**src/spipf_pkg.sv**
```systemverilog
/*
 * Constants, register layouts and flag groups of the serial port unit
 * with its queues and interrupt sources.
 * Assumes one system clock of 25 MHz and a plain register port.
 */
// Operation
// Writing one to the receive flush bit empties the receive queue.
// Receive-level raw interrupt is one while receive count exceeds threshold, threshold resets eight.
// Transmit-level raw interrupt is one while transmit count is below threshold, reset eight.
// Transmit flush empties the transmit queue; software idles one clock before new data.
// Select toggles per frame when not static, else follows programmed select value.
// Static select with phase zero needs software to toggle select after each frame.
// Master drives three select bits, inverted because the select format is active low.
// In slave mode the select field masks which select input counts.
// Output-disable bit stops the slave from driving its serial output.
// Role bit zero means master, one means slave.
// The port works only while its enable bit is one; reset clears it.
// Loopback feeds serial output back to input; software also enables input filtering.
// Data read pops the receive queue, write pushes transmit queue; both sixteen deep.
// Transmit words are right-aligned; received words right-aligned, upper bits zero.
// Slave fetches next word at last bit out; none and select held flags underrun.
// Status holds sticky receive/transmit underrun and overflow flags for lost data.
// Status shows five-bit receive and transmit queue counts.
// Status shows busy plus receive full, not-empty, transmit not-full and empty.
// Mask ANDed with raw bits gives masked status; any set bit raises interrupt.
// Timeout raw sets when receive queue unread for thirty-two serial periods.
// Writing one to clear register clears that raw bit; state-based ones self-clear.
// Compatibility raw bits follow transmit empty, receive full and receive not-empty.
// Word length is field plus one, four to sixteen bits, reset eight bits.
// Master serial clock equals multiply-add times clock over 4096; zero freezes.
// Phase picks first or second sampling edge; polarity picks idle-low or idle-high.
// Receive overrun raw sets on a word arriving at a full queue, sticky.
// Full transmit writes are dropped with overflow; empty reads give zero with underrun.
package spipf_pkg;

	// ----------------------------------------------------------------
	// Sizes
	// ----------------------------------------------------------------
	localparam int WORD_W = 16;
	localparam int DEPTH = 16;
	localparam int PTR_W = 4;
	localparam int CNT_W = 5;
	localparam int ACC_W = 12;
	localparam int IRQ_W = 7;
	localparam int TO_W = 6;

	// ----------------------------------------------------------------
	// Register addresses
	// ----------------------------------------------------------------
	localparam logic [31:0] ADDR_CTRL_ONE = 32'h1014_0680;
	localparam logic [31:0] ADDR_CTRL_TWO = 32'h1014_0684;
	localparam logic [31:0] ADDR_DATA = 32'h1014_0688;
	localparam logic [31:0] ADDR_STATUS = 32'h1014_068C;
	localparam logic [31:0] ADDR_PRESCALE = 32'h1014_0690;
	localparam logic [31:0] ADDR_IRQ_MASK = 32'h1014_0694;
	localparam logic [31:0] ADDR_IRQ_RAW = 32'h1014_0698;
	localparam logic [31:0] ADDR_IRQ_MASKED = 32'h1014_069C;
	localparam logic [31:0] ADDR_IRQ_CLEAR = 32'h1014_06A0;

	// ----------------------------------------------------------------
	// Reset values and timing
	// ----------------------------------------------------------------
	localparam logic [11:0] MULADD_RST = 12'h800;
	localparam logic [3:0] WLEN_RST = 4'h7;
	localparam logic [3:0] WLEN_MIN = 4'h3;
	localparam logic [3:0] RX_THR_RST = 4'h8;
	localparam logic [3:0] TX_THR_RST = 4'h8;
	localparam int TIMEOUT_PERIODS = 32;
	localparam logic [TO_W-1:0] TIMEOUT_CNT = TO_W'(TIMEOUT_PERIODS);

	// ----------------------------------------------------------------
	// Register layouts
	// ----------------------------------------------------------------
	typedef struct packed {
		logic [3:0] rsvd_31_28;
		logic input_filter;
		logic [6:0] rsvd_26_20;
		logic [11:0] sck_muladd;
		logic clock_phase;
		logic clock_polarity;
		logic [1:0] rsvd_5_4;
		logic [3:0] word_length_select;
	} spipf_ctrl_one_t;

	typedef struct packed {
		logic [2:0] rsvd_31_29;
		logic rx_queue_flush;
		logic [3:0] rx_queue_threshold;
		logic [2:0] rsvd_23_21;
		logic tx_queue_flush;
		logic [3:0] tx_queue_threshold;
		logic [3:0] rsvd_15_12;
		logic static_select;
		logic [2:0] frame_select;
		logic [3:0] rsvd_7_4;
		logic follower_output_disable;
		logic role_select;
		logic port_enable;
		logic internal_loopback;
	} spipf_ctrl_two_t;

	typedef struct packed {
		logic rx_underrun_flag;
		logic rx_overflow_flag;
		logic rsvd_29;
		logic [4:0] rx_level;
		logic tx_underrun_flag;
		logic tx_overflow_flag;
		logic rsvd_21;
		logic [4:0] tx_level;
		logic [10:0] rsvd_15_5;
		logic transfer_active;
		logic rx_full_flag;
		logic rx_nonempty_flag;
		logic tx_nonfull_flag;
		logic tx_empty_flag;
	} spipf_status_t;

	typedef struct packed {
		logic tx_empty;
		logic rx_full;
		logic rx_nonempty;
		logic tx_level;
		logic rx_level;
		logic rx_timeout;
		logic rx_overrun;
	} spipf_irq_t;

endpackage : spipf_pkg

```
**src/spipf_port.sv**
```systemverilog
/*
 * Serial port unit: register port, two sixteen-word queues, master and
 * slave shift engines, select handling and interrupt sources.
 * Assumes all pins are synchronous to ref_clk_i and the register master
 * never issues read and write strobes together.
 */

// ----------------------------------------------------------------
// Word queue
// ----------------------------------------------------------------
module spipf_queue (
	input wire logic clk_i,
	input wire logic rst_i,
	input wire logic flush_i,
	input wire logic push_i,
	input wire logic [spipf_pkg::WORD_W-1:0] data_i,
	input wire logic pop_i,
	output logic [spipf_pkg::WORD_W-1:0] head_o,
	output logic [spipf_pkg::CNT_W-1:0] count_o,
	output logic full_o,
	output logic empty_o
);
	logic [spipf_pkg::WORD_W-1:0] mem_q [spipf_pkg::DEPTH];
	logic [spipf_pkg::PTR_W-1:0] wr_q;
	logic [spipf_pkg::PTR_W-1:0] rd_q;
	logic [spipf_pkg::CNT_W-1:0] cnt_q;
	logic do_push;
	logic do_pop;

	assign full_o = (cnt_q == spipf_pkg::CNT_W'(spipf_pkg::DEPTH));
	assign empty_o = (cnt_q == '0);
	assign do_push = push_i && !full_o;
	assign do_pop = pop_i && !empty_o;
	assign head_o = mem_q[rd_q];
	assign count_o = cnt_q;

	// Storage, written only on accepted pushes
	always_ff @(posedge clk_i) begin
		if (do_push) begin
			mem_q[wr_q] <= data_i;
		end
	end

	// Pointers and count; flush wins over traffic
	always_ff @(posedge clk_i or posedge rst_i) begin
		if (rst_i) begin
			wr_q <= '0;
			rd_q <= '0;
			cnt_q <= '0;
		end else if (flush_i) begin
			wr_q <= '0;
			rd_q <= '0;
			cnt_q <= '0;
		end else begin
			if (do_push) wr_q <= wr_q + 1'b1;
			if (do_pop) rd_q <= rd_q + 1'b1;
			if (do_push && !do_pop) cnt_q <= cnt_q + 1'b1;
			else if (do_pop && !do_push) cnt_q <= cnt_q - 1'b1;
		end
	end
endmodule // spipf_queue

// ----------------------------------------------------------------
// Port top
// ----------------------------------------------------------------
module spipf_port (
	input wire logic ref_clk_i,
	input wire logic rst_i,
	input wire logic [31:0] reg_addr_i,
	input wire logic [31:0] reg_wdata_i,
	input wire logic reg_wr_i,
	input wire logic reg_rd_i,
	output logic [31:0] reg_rdata_o,
	output logic irq_o,
	output logic sck_o,
	output logic sck_oe_n_o,
	input wire logic sck_i,
	output logic mosi_o,
	input wire logic mosi_i,
	output logic miso_o,
	output logic miso_oe_n_o,
	input wire logic miso_i,
	output logic [2:0] select_n_o,
	input wire logic [2:0] select_n_i
);
	typedef enum logic [0:0] {M_IDLE, M_SHIFT} spipf_mstate_t;

	spipf_pkg::spipf_ctrl_one_t ctrl1_q;
	spipf_pkg::spipf_ctrl_two_t ctrl2_q;
	spipf_pkg::spipf_irq_t mask_q;
	spipf_pkg::spipf_irq_t raw;
	spipf_pkg::spipf_status_t status;
	logic [7:0] prescale_q;
	logic [31:0] rdata_q;
	logic rx_flush, tx_flush, wr_data, rd_data, wr_clear;
	logic [spipf_pkg::WORD_W-1:0] tx_head, rx_head;
	logic [spipf_pkg::CNT_W-1:0] tx_cnt, rx_cnt;
	logic tx_full, tx_empty, rx_full, rx_empty;
	logic tx_pop, m_pop, s_pop;
	logic rx_push_q;
	logic [spipf_pkg::WORD_W-1:0] rx_word_q;
	logic rx_err_u_q, rx_err_o_q, tx_err_u_q, tx_err_o_q, overrun_q, timeout_q;
	logic [spipf_pkg::TO_W-1:0] to_cnt_q;
	logic [spipf_pkg::ACC_W-1:0] acc_q;
	logic [spipf_pkg::ACC_W:0] acc_sum;
	logic half_tick, period_tick;
	logic [3:0] len_m1;
	logic master_en, slave_en;
	spipf_mstate_t mstate_q;
	logic sck_q, out_q;
	logic [spipf_pkg::WORD_W-1:0] tx_sh_q, rx_sh_q, rx_next;
	logic [4:0] edge_cnt_q;
	logic m_drive, m_sample, m_last;
	logic [2:0] hist0_q, hist1_q, hist2_q;
	logic [4:0] raw_in, filt_in, maj;
	logic din, sck_f, sel, sel_prev_q, sck_prev_q;
	logic s_edge, s_lead, s_drive, s_sample, have_q;
	logic [3:0] s_dcnt_q, s_scnt_q;

	// ----------------------------------------------------------------
	// Register decode
	// ----------------------------------------------------------------
	assign wr_data = reg_wr_i && (reg_addr_i == spipf_pkg::ADDR_DATA);
	assign rd_data = reg_rd_i && (reg_addr_i == spipf_pkg::ADDR_DATA);
	assign wr_clear = reg_wr_i && (reg_addr_i == spipf_pkg::ADDR_IRQ_CLEAR);
	assign rx_flush = reg_wr_i && (reg_addr_i == spipf_pkg::ADDR_CTRL_TWO) && reg_wdata_i[28];
	assign tx_flush = reg_wr_i && (reg_addr_i == spipf_pkg::ADDR_CTRL_TWO) && reg_wdata_i[20];

	// Control registers; reserved and flush bits always read zero
	always_ff @(posedge ref_clk_i or posedge rst_i) begin
		if (rst_i) begin
			ctrl1_q <= '0;
			ctrl1_q.sck_muladd <= spipf_pkg::MULADD_RST;
			ctrl1_q.word_length_select <= spipf_pkg::WLEN_RST;
			ctrl2_q <= '0;
			ctrl2_q.rx_queue_threshold <= spipf_pkg::RX_THR_RST;
			ctrl2_q.tx_queue_threshold <= spipf_pkg::TX_THR_RST;
			mask_q <= '0;
			prescale_q <= '0;
		end else if (reg_wr_i) begin
			unique case (reg_addr_i)
				spipf_pkg::ADDR_CTRL_ONE: begin
					ctrl1_q <= '0;
					ctrl1_q.input_filter <= reg_wdata_i[27];
					ctrl1_q.sck_muladd <= reg_wdata_i[19:8];
					ctrl1_q.clock_phase <= reg_wdata_i[7];
					ctrl1_q.clock_polarity <= reg_wdata_i[6];
					ctrl1_q.word_length_select <= reg_wdata_i[3:0];
				end
				spipf_pkg::ADDR_CTRL_TWO: begin
					ctrl2_q <= '0;
					ctrl2_q.rx_queue_threshold <= reg_wdata_i[27:24];
					ctrl2_q.tx_queue_threshold <= reg_wdata_i[19:16];
					ctrl2_q.static_select <= reg_wdata_i[11];
					ctrl2_q.frame_select <= reg_wdata_i[10:8];
					ctrl2_q.follower_output_disable <= reg_wdata_i[3];
					ctrl2_q.role_select <= reg_wdata_i[2];
					ctrl2_q.port_enable <= reg_wdata_i[1];
					ctrl2_q.internal_loopback <= reg_wdata_i[0];
				end
				spipf_pkg::ADDR_PRESCALE: prescale_q <= reg_wdata_i[7:0];
				spipf_pkg::ADDR_IRQ_MASK: mask_q <= reg_wdata_i[spipf_pkg::IRQ_W-1:0];
				default: ;
			endcase
		end
	end

	// ----------------------------------------------------------------
	// Queues
	// ----------------------------------------------------------------
	assign tx_pop = m_pop | s_pop;

	spipf_queue u_tx_queue (
		.clk_i(ref_clk_i),
		.rst_i(rst_i),
		.flush_i(tx_flush),
		.push_i(wr_data),
		.data_i(reg_wdata_i[spipf_pkg::WORD_W-1:0]),
		.pop_i(tx_pop),
		.head_o(tx_head),
		.count_o(tx_cnt),
		.full_o(tx_full),
		.empty_o(tx_empty)
	);

	spipf_queue u_rx_queue (
		.clk_i(ref_clk_i),
		.rst_i(rst_i),
		.flush_i(rx_flush),
		.push_i(rx_push_q),
		.data_i(rx_word_q),
		.pop_i(rd_data),
		.head_o(rx_head),
		.count_o(rx_cnt),
		.full_o(rx_full),
		.empty_o(rx_empty)
	);

	// Sticky error flags; set wins over the flush that clears them
	always_ff @(posedge ref_clk_i or posedge rst_i) begin
		if (rst_i) begin
			rx_err_u_q <= 1'b0;
			rx_err_o_q <= 1'b0;
			tx_err_o_q <= 1'b0;
		end else begin
			rx_err_u_q <= (rd_data && rx_empty) || (rx_err_u_q && !rx_flush);
			rx_err_o_q <= (rx_push_q && rx_full) || (rx_err_o_q && !rx_flush);
			tx_err_o_q <= (wr_data && tx_full) || (tx_err_o_q && !tx_flush);
		end
	end

	// ----------------------------------------------------------------
	// Serial clock generator
	// ----------------------------------------------------------------
	assign acc_sum = {1'b0, acc_q} + {1'b0, ctrl1_q.sck_muladd};
	assign half_tick = acc_sum[spipf_pkg::ACC_W-1] ^ acc_q[spipf_pkg::ACC_W-1];
	assign period_tick = acc_sum[spipf_pkg::ACC_W];
	assign len_m1 = (ctrl1_q.word_length_select < spipf_pkg::WLEN_MIN) ?
		spipf_pkg::WLEN_MIN : ctrl1_q.word_length_select;
	assign master_en = ctrl2_q.port_enable && !ctrl2_q.role_select;
	assign slave_en = ctrl2_q.port_enable && ctrl2_q.role_select;

	// Phase accumulator; a zero step freezes every edge
	always_ff @(posedge ref_clk_i or posedge rst_i) begin
		if (rst_i) acc_q <= '0;
		else acc_q <= acc_sum[spipf_pkg::ACC_W-1:0];
	end

	// ----------------------------------------------------------------
	// Input filter and loopback
	// ----------------------------------------------------------------
	assign raw_in = {sck_i, select_n_i,
		ctrl2_q.internal_loopback ? out_q : (ctrl2_q.role_select ? mosi_i : miso_i)};

	// Three-sample history per input
	always_ff @(posedge ref_clk_i or posedge rst_i) begin
		if (rst_i) begin
			hist0_q <= '1;
			hist1_q <= '1;
			hist2_q <= '1;
		end else begin
			hist0_q <= {hist0_q[1:0], raw_in[0]};
			hist1_q <= {hist1_q[1:0], raw_in[4]};
			hist2_q <= {hist2_q[1:0], |(~raw_in[3:1] & ctrl2_q.frame_select)};
		end
	end

	assign maj[0] = (hist0_q[0] & hist0_q[1]) | (hist0_q[0] & hist0_q[2]) | (hist0_q[1] & hist0_q[2]);
	assign maj[1] = (hist1_q[0] & hist1_q[1]) | (hist1_q[0] & hist1_q[2]) | (hist1_q[1] & hist1_q[2]);
	assign maj[2] = (hist2_q[0] & hist2_q[1]) | (hist2_q[0] & hist2_q[2]) | (hist2_q[1] & hist2_q[2]);
	assign maj[4:3] = '0;
	assign filt_in[0] = ctrl1_q.input_filter ? maj[0] : raw_in[0];
	assign filt_in[1] = ctrl1_q.input_filter ? maj[1] : raw_in[4];
	assign filt_in[2] = ctrl1_q.input_filter ? maj[2] : |(~raw_in[3:1] & ctrl2_q.frame_select);
	assign filt_in[4:3] = '0;
	assign din = filt_in[0];
	assign sck_f = filt_in[1];
	assign sel = slave_en && filt_in[2];

	// ----------------------------------------------------------------
	// Master engine
	// ----------------------------------------------------------------
	assign m_drive = (mstate_q == M_SHIFT) && half_tick && (edge_cnt_q[0] != ctrl1_q.clock_phase);
	assign m_sample = (mstate_q == M_SHIFT) && half_tick && (edge_cnt_q[0] == ctrl1_q.clock_phase);
	assign m_last = (edge_cnt_q == {len_m1, 1'b1});
	assign m_pop = (mstate_q == M_IDLE) && master_en && !tx_empty && half_tick;
	assign rx_next = {rx_sh_q[spipf_pkg::WORD_W-2:0], din};

	// Frame sequencing, clock output and edge counting in master role
	always_ff @(posedge ref_clk_i or posedge rst_i) begin
		if (rst_i) begin
			mstate_q <= M_IDLE;
			sck_q <= 1'b0;
			edge_cnt_q <= '0;
		end else begin
			unique case (mstate_q)
				M_IDLE: begin
					sck_q <= ctrl1_q.clock_polarity;
					edge_cnt_q <= '0;
					if (m_pop) mstate_q <= M_SHIFT;
				end
				M_SHIFT: begin
					if (!master_en) begin
						mstate_q <= M_IDLE;
					end else if (half_tick) begin
						sck_q <= ~sck_q;
						edge_cnt_q <= edge_cnt_q + 1'b1;
						if (m_last) mstate_q <= M_IDLE;
					end
				end
			endcase
		end
	end

	// ----------------------------------------------------------------
	// Slave engine
	// ----------------------------------------------------------------
	assign s_edge = sel && sel_prev_q && (sck_f != sck_prev_q);
	assign s_lead = (sck_f != ctrl1_q.clock_polarity);
	assign s_drive = s_edge && (s_lead == ctrl1_q.clock_phase);
	assign s_sample = s_edge && (s_lead != ctrl1_q.clock_phase);
	assign s_pop = ((sel && !sel_prev_q) || (s_drive && s_dcnt_q == len_m1)) && !tx_empty;

	// Edge history and bit counters in slave role
	always_ff @(posedge ref_clk_i or posedge rst_i) begin
		if (rst_i) begin
			sel_prev_q <= 1'b0;
			sck_prev_q <= 1'b0;
			s_dcnt_q <= '0;
			s_scnt_q <= '0;
			have_q <= 1'b0;
			tx_err_u_q <= 1'b0;
		end else begin
			sel_prev_q <= sel;
			sck_prev_q <= sck_f;
			tx_err_u_q <= (s_edge && !have_q) || (tx_err_u_q && !tx_flush);
			if (!sel) begin
				s_dcnt_q <= '0;
				s_scnt_q <= '0;
				have_q <= 1'b0;
			end else begin
				if (!sel_prev_q) have_q <= !tx_empty;
				if (s_drive) begin
					s_dcnt_q <= (s_dcnt_q == len_m1) ? '0 : s_dcnt_q + 1'b1;
					if (s_dcnt_q == len_m1) have_q <= !tx_empty;
				end
				if (s_sample) s_scnt_q <= (s_scnt_q == len_m1) ? '0 : s_scnt_q + 1'b1;
			end
		end
	end

	// ----------------------------------------------------------------
	// Shared shift registers and receive hand-off
	// ----------------------------------------------------------------
	always_ff @(posedge ref_clk_i or posedge rst_i) begin
		if (rst_i) begin
			tx_sh_q <= '0;
			rx_sh_q <= '0;
			out_q <= 1'b0;
			rx_push_q <= 1'b0;
			rx_word_q <= '0;
		end else begin
			rx_push_q <= 1'b0;
			if (m_pop || (sel && !sel_prev_q)) begin
				rx_sh_q <= '0;
				if (ctrl1_q.clock_phase) begin
					tx_sh_q <= tx_empty ? '0 : tx_head;
				end else begin
					out_q <= tx_empty ? 1'b0 : tx_head[len_m1];
					tx_sh_q <= tx_empty ? '0 : (tx_head << 1);
				end
			end else begin
				if (m_drive || s_drive) begin
					out_q <= (s_drive && !have_q) ? 1'b0 : tx_sh_q[len_m1];
					tx_sh_q <= tx_sh_q << 1;
					if (s_drive && s_dcnt_q == len_m1) tx_sh_q <= tx_empty ? '0 : tx_head;
				end
				if (m_sample || s_sample) rx_sh_q <= rx_next;
				if (s_sample && s_scnt_q == len_m1) begin
					rx_push_q <= 1'b1;
					rx_word_q <= rx_next;
					rx_sh_q <= '0;
				end
				if ((mstate_q == M_SHIFT) && half_tick && m_last) begin
					rx_push_q <= 1'b1;
					rx_word_q <= m_sample ? rx_next : rx_sh_q;
				end
			end
		end
	end

	// ----------------------------------------------------------------
	// Pins
	// ----------------------------------------------------------------
	assign sck_o = sck_q;
	assign sck_oe_n_o = !master_en;
	assign mosi_o = master_en ? out_q : 1'b0;
	assign miso_o = out_q;
	assign miso_oe_n_o = !(sel && !ctrl2_q.follower_output_disable);
	assign select_n_o = (master_en && (ctrl2_q.static_select || mstate_q == M_SHIFT)) ?
		~ctrl2_q.frame_select : '1;

	// ----------------------------------------------------------------
	// Interrupt sources
	// ----------------------------------------------------------------
	// Timeout counter over serial periods while unread data waits
	always_ff @(posedge ref_clk_i or posedge rst_i) begin
		if (rst_i) begin
			to_cnt_q <= '0;
			timeout_q <= 1'b0;
			overrun_q <= 1'b0;
		end else begin
			overrun_q <= (rx_push_q && rx_full) || (overrun_q && !(wr_clear && reg_wdata_i[0]));
			if (rx_empty || rd_data || (wr_clear && reg_wdata_i[1])) begin
				to_cnt_q <= '0;
				timeout_q <= 1'b0;
			end else if (period_tick && to_cnt_q != spipf_pkg::TIMEOUT_CNT) begin
				to_cnt_q <= to_cnt_q + 1'b1;
				if (to_cnt_q == spipf_pkg::TIMEOUT_CNT - 1'b1) timeout_q <= 1'b1;
			end
		end
	end

	assign raw.tx_empty = tx_empty;
	assign raw.rx_full = rx_full;
	assign raw.rx_nonempty = !rx_empty;
	assign raw.tx_level = (tx_cnt < {1'b0, ctrl2_q.tx_queue_threshold});
	assign raw.rx_level = (rx_cnt > {1'b0, ctrl2_q.rx_queue_threshold});
	assign raw.rx_timeout = timeout_q;
	assign raw.rx_overrun = overrun_q;
	assign irq_o = |(raw & mask_q);

	// ----------------------------------------------------------------
	// Status and read data
	// ----------------------------------------------------------------
	always_comb begin
		status = '0;
		status.rx_underrun_flag = rx_err_u_q;
		status.rx_overflow_flag = rx_err_o_q;
		status.rx_level = rx_cnt;
		status.tx_underrun_flag = tx_err_u_q;
		status.tx_overflow_flag = tx_err_o_q;
		status.tx_level = tx_cnt;
		status.transfer_active = (mstate_q == M_SHIFT) || sel || !tx_empty;
		status.rx_full_flag = rx_full;
		status.rx_nonempty_flag = !rx_empty;
		status.tx_nonfull_flag = !tx_full;
		status.tx_empty_flag = tx_empty;
	end

	// Read data stands in the cycle after the strobe only
	always_ff @(posedge ref_clk_i or posedge rst_i) begin
		if (rst_i) begin
			rdata_q <= '0;
		end else begin
			rdata_q <= '0;
			if (reg_rd_i) begin
				unique case (reg_addr_i)
					spipf_pkg::ADDR_CTRL_ONE: rdata_q <= ctrl1_q;
					spipf_pkg::ADDR_CTRL_TWO: rdata_q <= ctrl2_q;
					spipf_pkg::ADDR_DATA: rdata_q <= rx_empty ? '0 : {16'h0000, rx_head};
					spipf_pkg::ADDR_STATUS: rdata_q <= status;
					spipf_pkg::ADDR_PRESCALE: rdata_q <= {24'h000000, prescale_q};
					spipf_pkg::ADDR_IRQ_MASK: rdata_q <= {25'h0000000, mask_q};
					spipf_pkg::ADDR_IRQ_RAW: rdata_q <= {25'h0000000, raw};
					spipf_pkg::ADDR_IRQ_MASKED: rdata_q <= {25'h0000000, raw & mask_q};
					default: rdata_q <= '0;
				endcase
			end
		end
	end

	assign reg_rdata_o = rdata_q;
endmodule // spipf_port

```
**config.mk**
```make
export PLATFORM = sky130hd
export DESIGN_NAME = spipf_port
export DESIGN_NICKNAME = d
export VERILOG_FILES = /design/src/spipf_pkg.sv /design/src/spipf_port.sv
export SDC_FILE = /design/constraint.sdc
export NUM_CORES = 1
export LEC_CHECK = 0
export ABC_AREA = 0
export ABC_CLOCK_PERIOD_IN_PS = 9580
export CORE_MARGIN = 1
export CORE_UTILIZATION = 40
export CTS_CLUSTER_SIZE = 16
export DETAILED_ROUTE_END_ITERATION = 12
export DONT_BUFFER_PORTS = 1
export SLEW_MARGIN = 30
export SYNTH_ARGS = -nofsm -noshare
export SYNTH_HDL_FRONTEND = slang
export SYNTH_HIERARCHICAL = 1
export SYNTH_SLANG_ARGS = --single-unit
```
**constraint.sdc**
```tcl
create_clock -name ref_clk_i -period 9.58 [get_ports ref_clk_i]
set_input_delay 0.958 -clock ref_clk_i [delete_from_list [all_inputs] [get_ports ref_clk_i]]
set_output_delay 0.958 -clock ref_clk_i [all_outputs]
set_load 0.05 [all_outputs]
```
Yosys cells after proc, flatten, opt, wreduce, memory -nomap -nowiden
Memory sizes are Yosys's and may differ from the RTL's.
Index checks and enable logic that the tools add are counted.
{ "op_classes": {"muxes": 79, "order_cmp": 4, "reduce_logical": 101, "addsub": 13, "bitwise_logic": 24, "eq_ne": 27} }
{ "op_table": {"columns": ["cell", "count"], "rows": [
  ["$eq A32 B29 Y1 const B", 9],
  ["$pmux W32 S8", 1],
  ["$mux W16", 13],
  ["$mux W4", 15],
  ["$logic_and A1 B1 Y1", 47],
  ["$mux W5", 8],
  ["$mux W1", 33],
  ["$mux W32", 1],
  ["$add A4 B1 Y4 const B", 6],
  ["$logic_not A1 Y1", 17],
  ["$reduce_and A2 Y1", 8],
  ["$reduce_bool A2 Y1", 8],
  ["$add A5 B1 Y5 const B", 3],
  ["$logic_or A1 B1 Y1", 14],
  ["$add A12 B12 Y13", 1],
  ["$mux W6", 2],
  ["$eq A5 B5 Y1 const B", 2],
  ["$logic_not A5 Y1", 2],
  ["$pmux W5 S2", 1],
  ["$sub A5 B1 Y5 const B", 2],
  ["$and A1 B1 Y1", 9],
  ["$reduce_bool A3 Y1", 3],
  ["$bmux W1 S4", 2],
  ["$eq A4 B4 Y1", 2],
  ["other kinds (22)", 39]
]} }
{ "totals": {"mem_count": 2, "ramBits": 512, "reg_bits": 209, "inputBits": 74, "wordCells": 302} }
{ "mem_list": {"columns": ["name", "depth", "width", "read_ports", "rd_clocked_by_memory_dff", "wr", "line_no", "rtl"], "rows": [
  ["u_rx_queue.mem_q", 16, 16, 1, 0, 1, "spipf_port.sv:23", "logic [spipf_pkg::WORD_W-1:0] mem_q [spipf_pkg::DEPTH];"],
  ["u_tx_queue.mem_q", 16, 16, 1, 0, 1, "spipf_port.sv:23", null]
]} }

Depth between registers and ports, before layout
{ "logic_depth": {"depth_word": 17, "mapped_depth": 17} }

Modules after synthesis
The synthesis kept the hierarchy.
{ "by_module_without_submodules": {"columns": ["module", "area_each_um2", "cells_each", "instances", "seq_area_each_um2"], "rows": [
  ["spipf_queue", 10707.8, 471, 2, 8012.7],
  ["spipf_port", 9465.3, 841, 1, 4548.1]
]} }

Worst setup path after synthesis
OpenSTA, ideal clock, no wires.
{ "synth_timing": {"path_type": "in2reg", "startpoint": "in reg_addr_i[17]", "endpoint": "mem u_tx_queue/mem_q[0][0] (netlist bit) (enable)", "arrival_ns": 4.163, "setup_time_ns": 0.409, "stages": 9, "slack_ns": 5.008, "required_time_ns": 9.171, "path_cell_list": "nor4_1 > nand4b_1 > nor4_1 > and3_1 > and2_1 > clkbuf_1 > a21boi_1 > nand2_1 > nor3_1"} }
{ "synth_via": {"elab_chain_cells": 5} }
{ "synth_rtl": {"columns": ["item", "line_no", "rtl"], "rows": [
  ["start: declaration", "spipf_port.sv:69", "input wire logic [31:0] reg_addr_i,"],
  ["$eq A32 B29 Y1", "spipf_port.sv:123", "assign wr_data = reg_wr_i && (reg_addr_i == spipf_pkg::ADDR_DATA);"],
  ["$logic_and A1 B1 Y1", "spipf_port.sv:123", null],
  ["named net wr_data", "spipf_port.sv:95", "logic rx_flush, tx_flush, wr_data, rd_data, wr_clear;"],
  ["$logic_and A1 B1 Y1", "spipf_port.sv:32", "assign do_push = push_i && !full_o;"],
  ["$mux W1", "spipf_port.sv:39", "if (do_push) begin"],
  ["$mux W1 (not written as such)", "spipf_port.sv:40", "mem_q[wr_q] <= data_i;"],
  ["end: declaration", "spipf_port.sv:23", null]
]} }
The timed path passes the listed nets, and every way through them passes these cells.

Worst setup path after layout
{ "layout_timing": {"startpoint": "reg ctrl1_q[3] (netlist bit)", "endpoint": "reg u_tx_queue.cnt_q, in the netlist u_tx_queue/count_o[4]"} }
{ "layout_via": {"elab_chain_cells": 12, "word_cells_on_any_way": 14, "cone_classes": "order compare (1); eq/ne (1); mux (3); bitwise (1); reduce/logical (8)"} }
{ "layout_rtl": {"columns": ["item", "line_no", "rtl"], "rows": [
  ["start: declaration", "spipf_port.sv:88", "spipf_pkg::spipf_ctrl_one_t ctrl1_q;"],
  ["$lt A4 B2 Y1", "spipf_port.sv:218", "assign len_m1 = (ctrl1_q.word_length_select < spipf_pkg::WLEN_MIN) ?"],
  ["$mux W4 *", "spipf_port.sv:218", null],
  ["$eq A4 B4 Y1 *", "spipf_port.sv:302", "assign s_pop = ((sel && !sel_prev_q) || (s_drive && s_dcnt_q == len_m1)) && !tx_empty;"],
  ["$logic_and A1 B1 Y1 *", "spipf_port.sv:302", null],
  ["$logic_or A1 B1 Y1 *", "spipf_port.sv:302", null],
  ["$logic_and A1 B1 Y1 *", "spipf_port.sv:302", null],
  ["$or A1 B1 Y1 *", "spipf_port.sv:171", "assign tx_pop = m_pop | s_pop;"],
  ["named net tx_pop", "spipf_port.sv:99", "logic tx_pop, m_pop, s_pop;"],
  ["$logic_and A1 B1 Y1 *", "spipf_port.sv:33", "assign do_pop = pop_i && !empty_o;"],
  ["$logic_not A1 Y1", "spipf_port.sv:57", "if (do_push && !do_pop) cnt_q <= cnt_q + 1'b1;"],
  ["$logic_and A1 B1 Y1", "spipf_port.sv:57", null],
  ["$mux W5", "spipf_port.sv:57", null],
  ["$mux W5", "spipf_port.sv:50", "end else if (flush_i) begin"],
  ["end signal: assignment", "spipf_port.sv:57", null],
  ["end signal: assignment", "spipf_port.sv:58", "else if (do_pop && !do_push) cnt_q <= cnt_q - 1'b1;"],
  ["end: declaration", "spipf_port.sv:26", "logic [spipf_pkg::CNT_W-1:0] cnt_q;"]
]} }
Mark *: on every way through the listed nets, which the timed path passes. The rest lies on a longest branch.
A chain may end at the register's enable or synchronous reset.

==> results.md <==
- Status: completed
- Leak pwr: 11.3 nW
- Highest routed layer: met5
- Most frequent cells in the layout: 512 x edfxtp_1, 187 x dfrtp_1, 138 x mux4_2
- Final Core Density: 45.5%
- Max FO, Critical Path: 34
- Crit path DAT: 5.88 ns
- Vias: 16700
- Post-route ant nets: 0
- DRC: 0
- Routed wire length: 74500 um
- Routed vias/inst: 5.76
- Post-synthesis cell count: 1783
- First-pass GRT wire length: 110000 um
- Final hold violation count: 0
- CTS tree: built
- Crit-path max cell delay: 0.97 ns
- Clk root buf: clkbuf_16
- Int Pwr: 5.12 mW
- # setup viols final: 0
- Tightest Pin Transition: 1.02 ns
- Initial antenna violation count: 8
- Fmax: 187 MHz
- Overall die area: 0.0783 mm2
- Kind of critical path: reg2reg
- Routed len/inst: 25.7 um
- Post-CTS Setup Repair Bufs: 0
- Sequential element share of the synthesized area: 66.6%
- Vias in the first global route: 16900
- Slowest stage cell, crit path: a21oi_1
- Initial Util: 40.5%
- Final Slew Violations: 0
- Overall Global Routing Usage: 19.1%
- DR pass1 iterations: 8
- Setup ws final: 4.24 ns
- Clk slew on worst S/H paths: 0.06 ns
- GP Congestion: 0.867
- TNS Setup: 0 ns
- Layout cell share with drive strength beyond 1: 24.5%
- Flop-to-flop setup slack: 4.24 ns
- Pre-CTS WS: 4.24 ns
- Floorplan row count: 101
- Initial drt markers: 1587
- Met2 wire len: 36500 um
- Pwr Total: 6.41 mW
- Post_cts resized: 0
- TritonCTS sink count: 719
- Switching pwr: 1.29 mW
- Synthesis-stage register bit count: 719
- Slew headroom: 32.2%
- Grt ovf: 0
- Wl on met1: 31100 um
- Fin nets: 1923
- Leading register cell type out of synthesis: edfxtp_1
- Crit. End Element: flop
- Post-DP HPWL: 46500 um
- Synth Cell Area: 0.0309 mm2
- Skew-Pair Late Insertion Delay: 0.63 ns
- RSZ-0062 raised after global routing: no
- Most frequent CP cell: a21oi_1
- Avg Inst Size Synth: 17.3 um2
- Share of flip-flops with an asynchronous set or reset: 28.8%
- Power Density: 185 mW/mm2
- Final worst-path cycle share: 55.7%
- Die height: 280 um
- I/O pins: 115
- Hold Path Class: in2async
- MaxCap Viol Count: 0
- Layout Cells excl Fill: 2902
- Clock buffer depth: 3
- Setup Skew: 0.0379 ns
- Die width: 280 um
- Most common cell after layout, fill and taps aside: edfxtp_1
- Area added between synthesis and finish: 12.2%
- Placed Instances: 2755
- CORE AREA: 0.0762 mm2
- Critical-path cell list: nor4_1, a221oi_1, a2111oi_4, nand4_2, a21oi_1, o41ai_1, nand2_1, ha_1, a21oi_1, a21oi_1, a311o_1, a31oi_1
- Post-synth EDFFs: 512
- Largest net degree at the start of global routing: 108
- Synth warn: 6
- Synth cell types: 86
- Peak supply drop: 0.133 mV
- WL met3: 4870 um
- Critical path launch point type: flop
- CP Data Required Time: 10.13 ns
- Comb pwr share: 0.4%
- Fin crit period: 5.34 ns
- CTS buffer count: 77
- Sw frac: 20.1%
- Hold buffer count at cts: 0
- H-tree depth: 3
- # port buffers: 0
- Clock power share: 47.8%
- Sequential Power Share: 51.8%
cell usage after synthesis, drive strengths merged, types with 21 or more instances:
cell type	count	area share, %
nor2	95	1.2
xor2	24	0.68
nand3	25	0.42
dfrtp	192	16
a22o	25	0.71
and3	21	0.43
mux4	164	12
buf	56	1.5
edfxtp	512	50
o21ai	43	0.73
mux2	92	3.5
a21oi	41	0.69
inv	47	0.57
ha	42	1.7
nand2	45	0.55
mux2i	29	0.94
clkbuf	37	0.52
flip-flops by register name, indices dropped and copies added (netlist names), 6 cells and up:
name,count
u_rx_queue/mem_q,256
reg_rdata_o,30
acc_q,12
ctrl1_q,19
mask_q,7
rx_sh_q,16
rx_word_q,16
u_tx_queue/mem_q,256
to_cnt_q,6
ctrl2_q,16
prescale_q,8
tx_sh_q,16
cell type report:
type | count | area (um2)
clock buffer | 89 | 2050
inverter | 47 | 184
antenna | 4 | 10.0
fill | 6492 | 41600
multi-input combinational | 925 | 9680
tap | 1030 | 1290
timing repair buffer | 34 | 267
sequential | 719 | 20600
clock inverter | 54 | 577
kinds of logic after synthesis:
| group | synth area share (%) |
|---|---|
| xor gates and xnor gates | 1.24 |
| adders and majority gates | 1.99 |
| buffers and inverters | 2.57 |
| AOI/OAI and AO/OA | 5.87 |
| other | 0.0121 |
| DFF | 66.6 |
| and+or+nand+nor | 5.00 |
| muxes | 16.7 |
path summary, 6_finish.rpt:
path	start	endpoint	cells past startpoint
max	ctrl1_q[3]$_DFFE_PP0P_	u_tx_queue/count_o[4]$_DFFE_PP0P_	12
min	rst_i	u_rx_queue/count_o[1]$_DFFE_PP0P_	1
max reg2reg	ctrl1_q[3]$_DFFE_PP0P_	u_tx_queue/count_o[4]$_DFFE_PP0P_	12
min reg2reg	hist2_q[0]$_DFF_PP1_	hist2_q[1]$_DFF_PP1_	0
max in group asynchronous	rst_i	rx_word_q[5]$_DFFE_PP0P_	2
min in group ref_clk_i	sck_i	hist1_q[0]$_DFF_PP1_	0
stage by stage:
| step | hold WS [ns] | area [um2] |
|---|---|---|
| floorplan | 0.355 | 30900 |
| global placement | 0.356 | 31900 |
| detailed placement | 0.358 | 32000 |
| CTS | 0.255 | 34600 |
| global route | 0.292 | 34600 |
| finish | 0.284 | 34600 |
routing by layer:
metal,up-vias,global-route usage [%]
met3,138,4.40
met1,8848,25.3
li1,7182,-
met2,537,31.5
met4,8,5.67
met5,-,0
worst max-delay path, delay by kind of cell (launching register included):
family                     cells  cell delay, ns
AOI/OAI and AO/OA              8            2.77
adders and majority gates      1            0.33
and+or+nand+nor                3            1.48
DFF                            1            0.65
power by group through the flow:
stage	Clock (mW)	Sequential (mW)	Combinational (mW)
after floorplan	0	3.39	0.0206
after global placement	0	3.39	0.0266
after detailed placement	0	3.39	0.0275
after CTS	3.12	3.32	0.0276
after global routing	3.23	3.32	0.0309
final	3.06	3.32	0.0266
(Power assumes the default switching activity.)
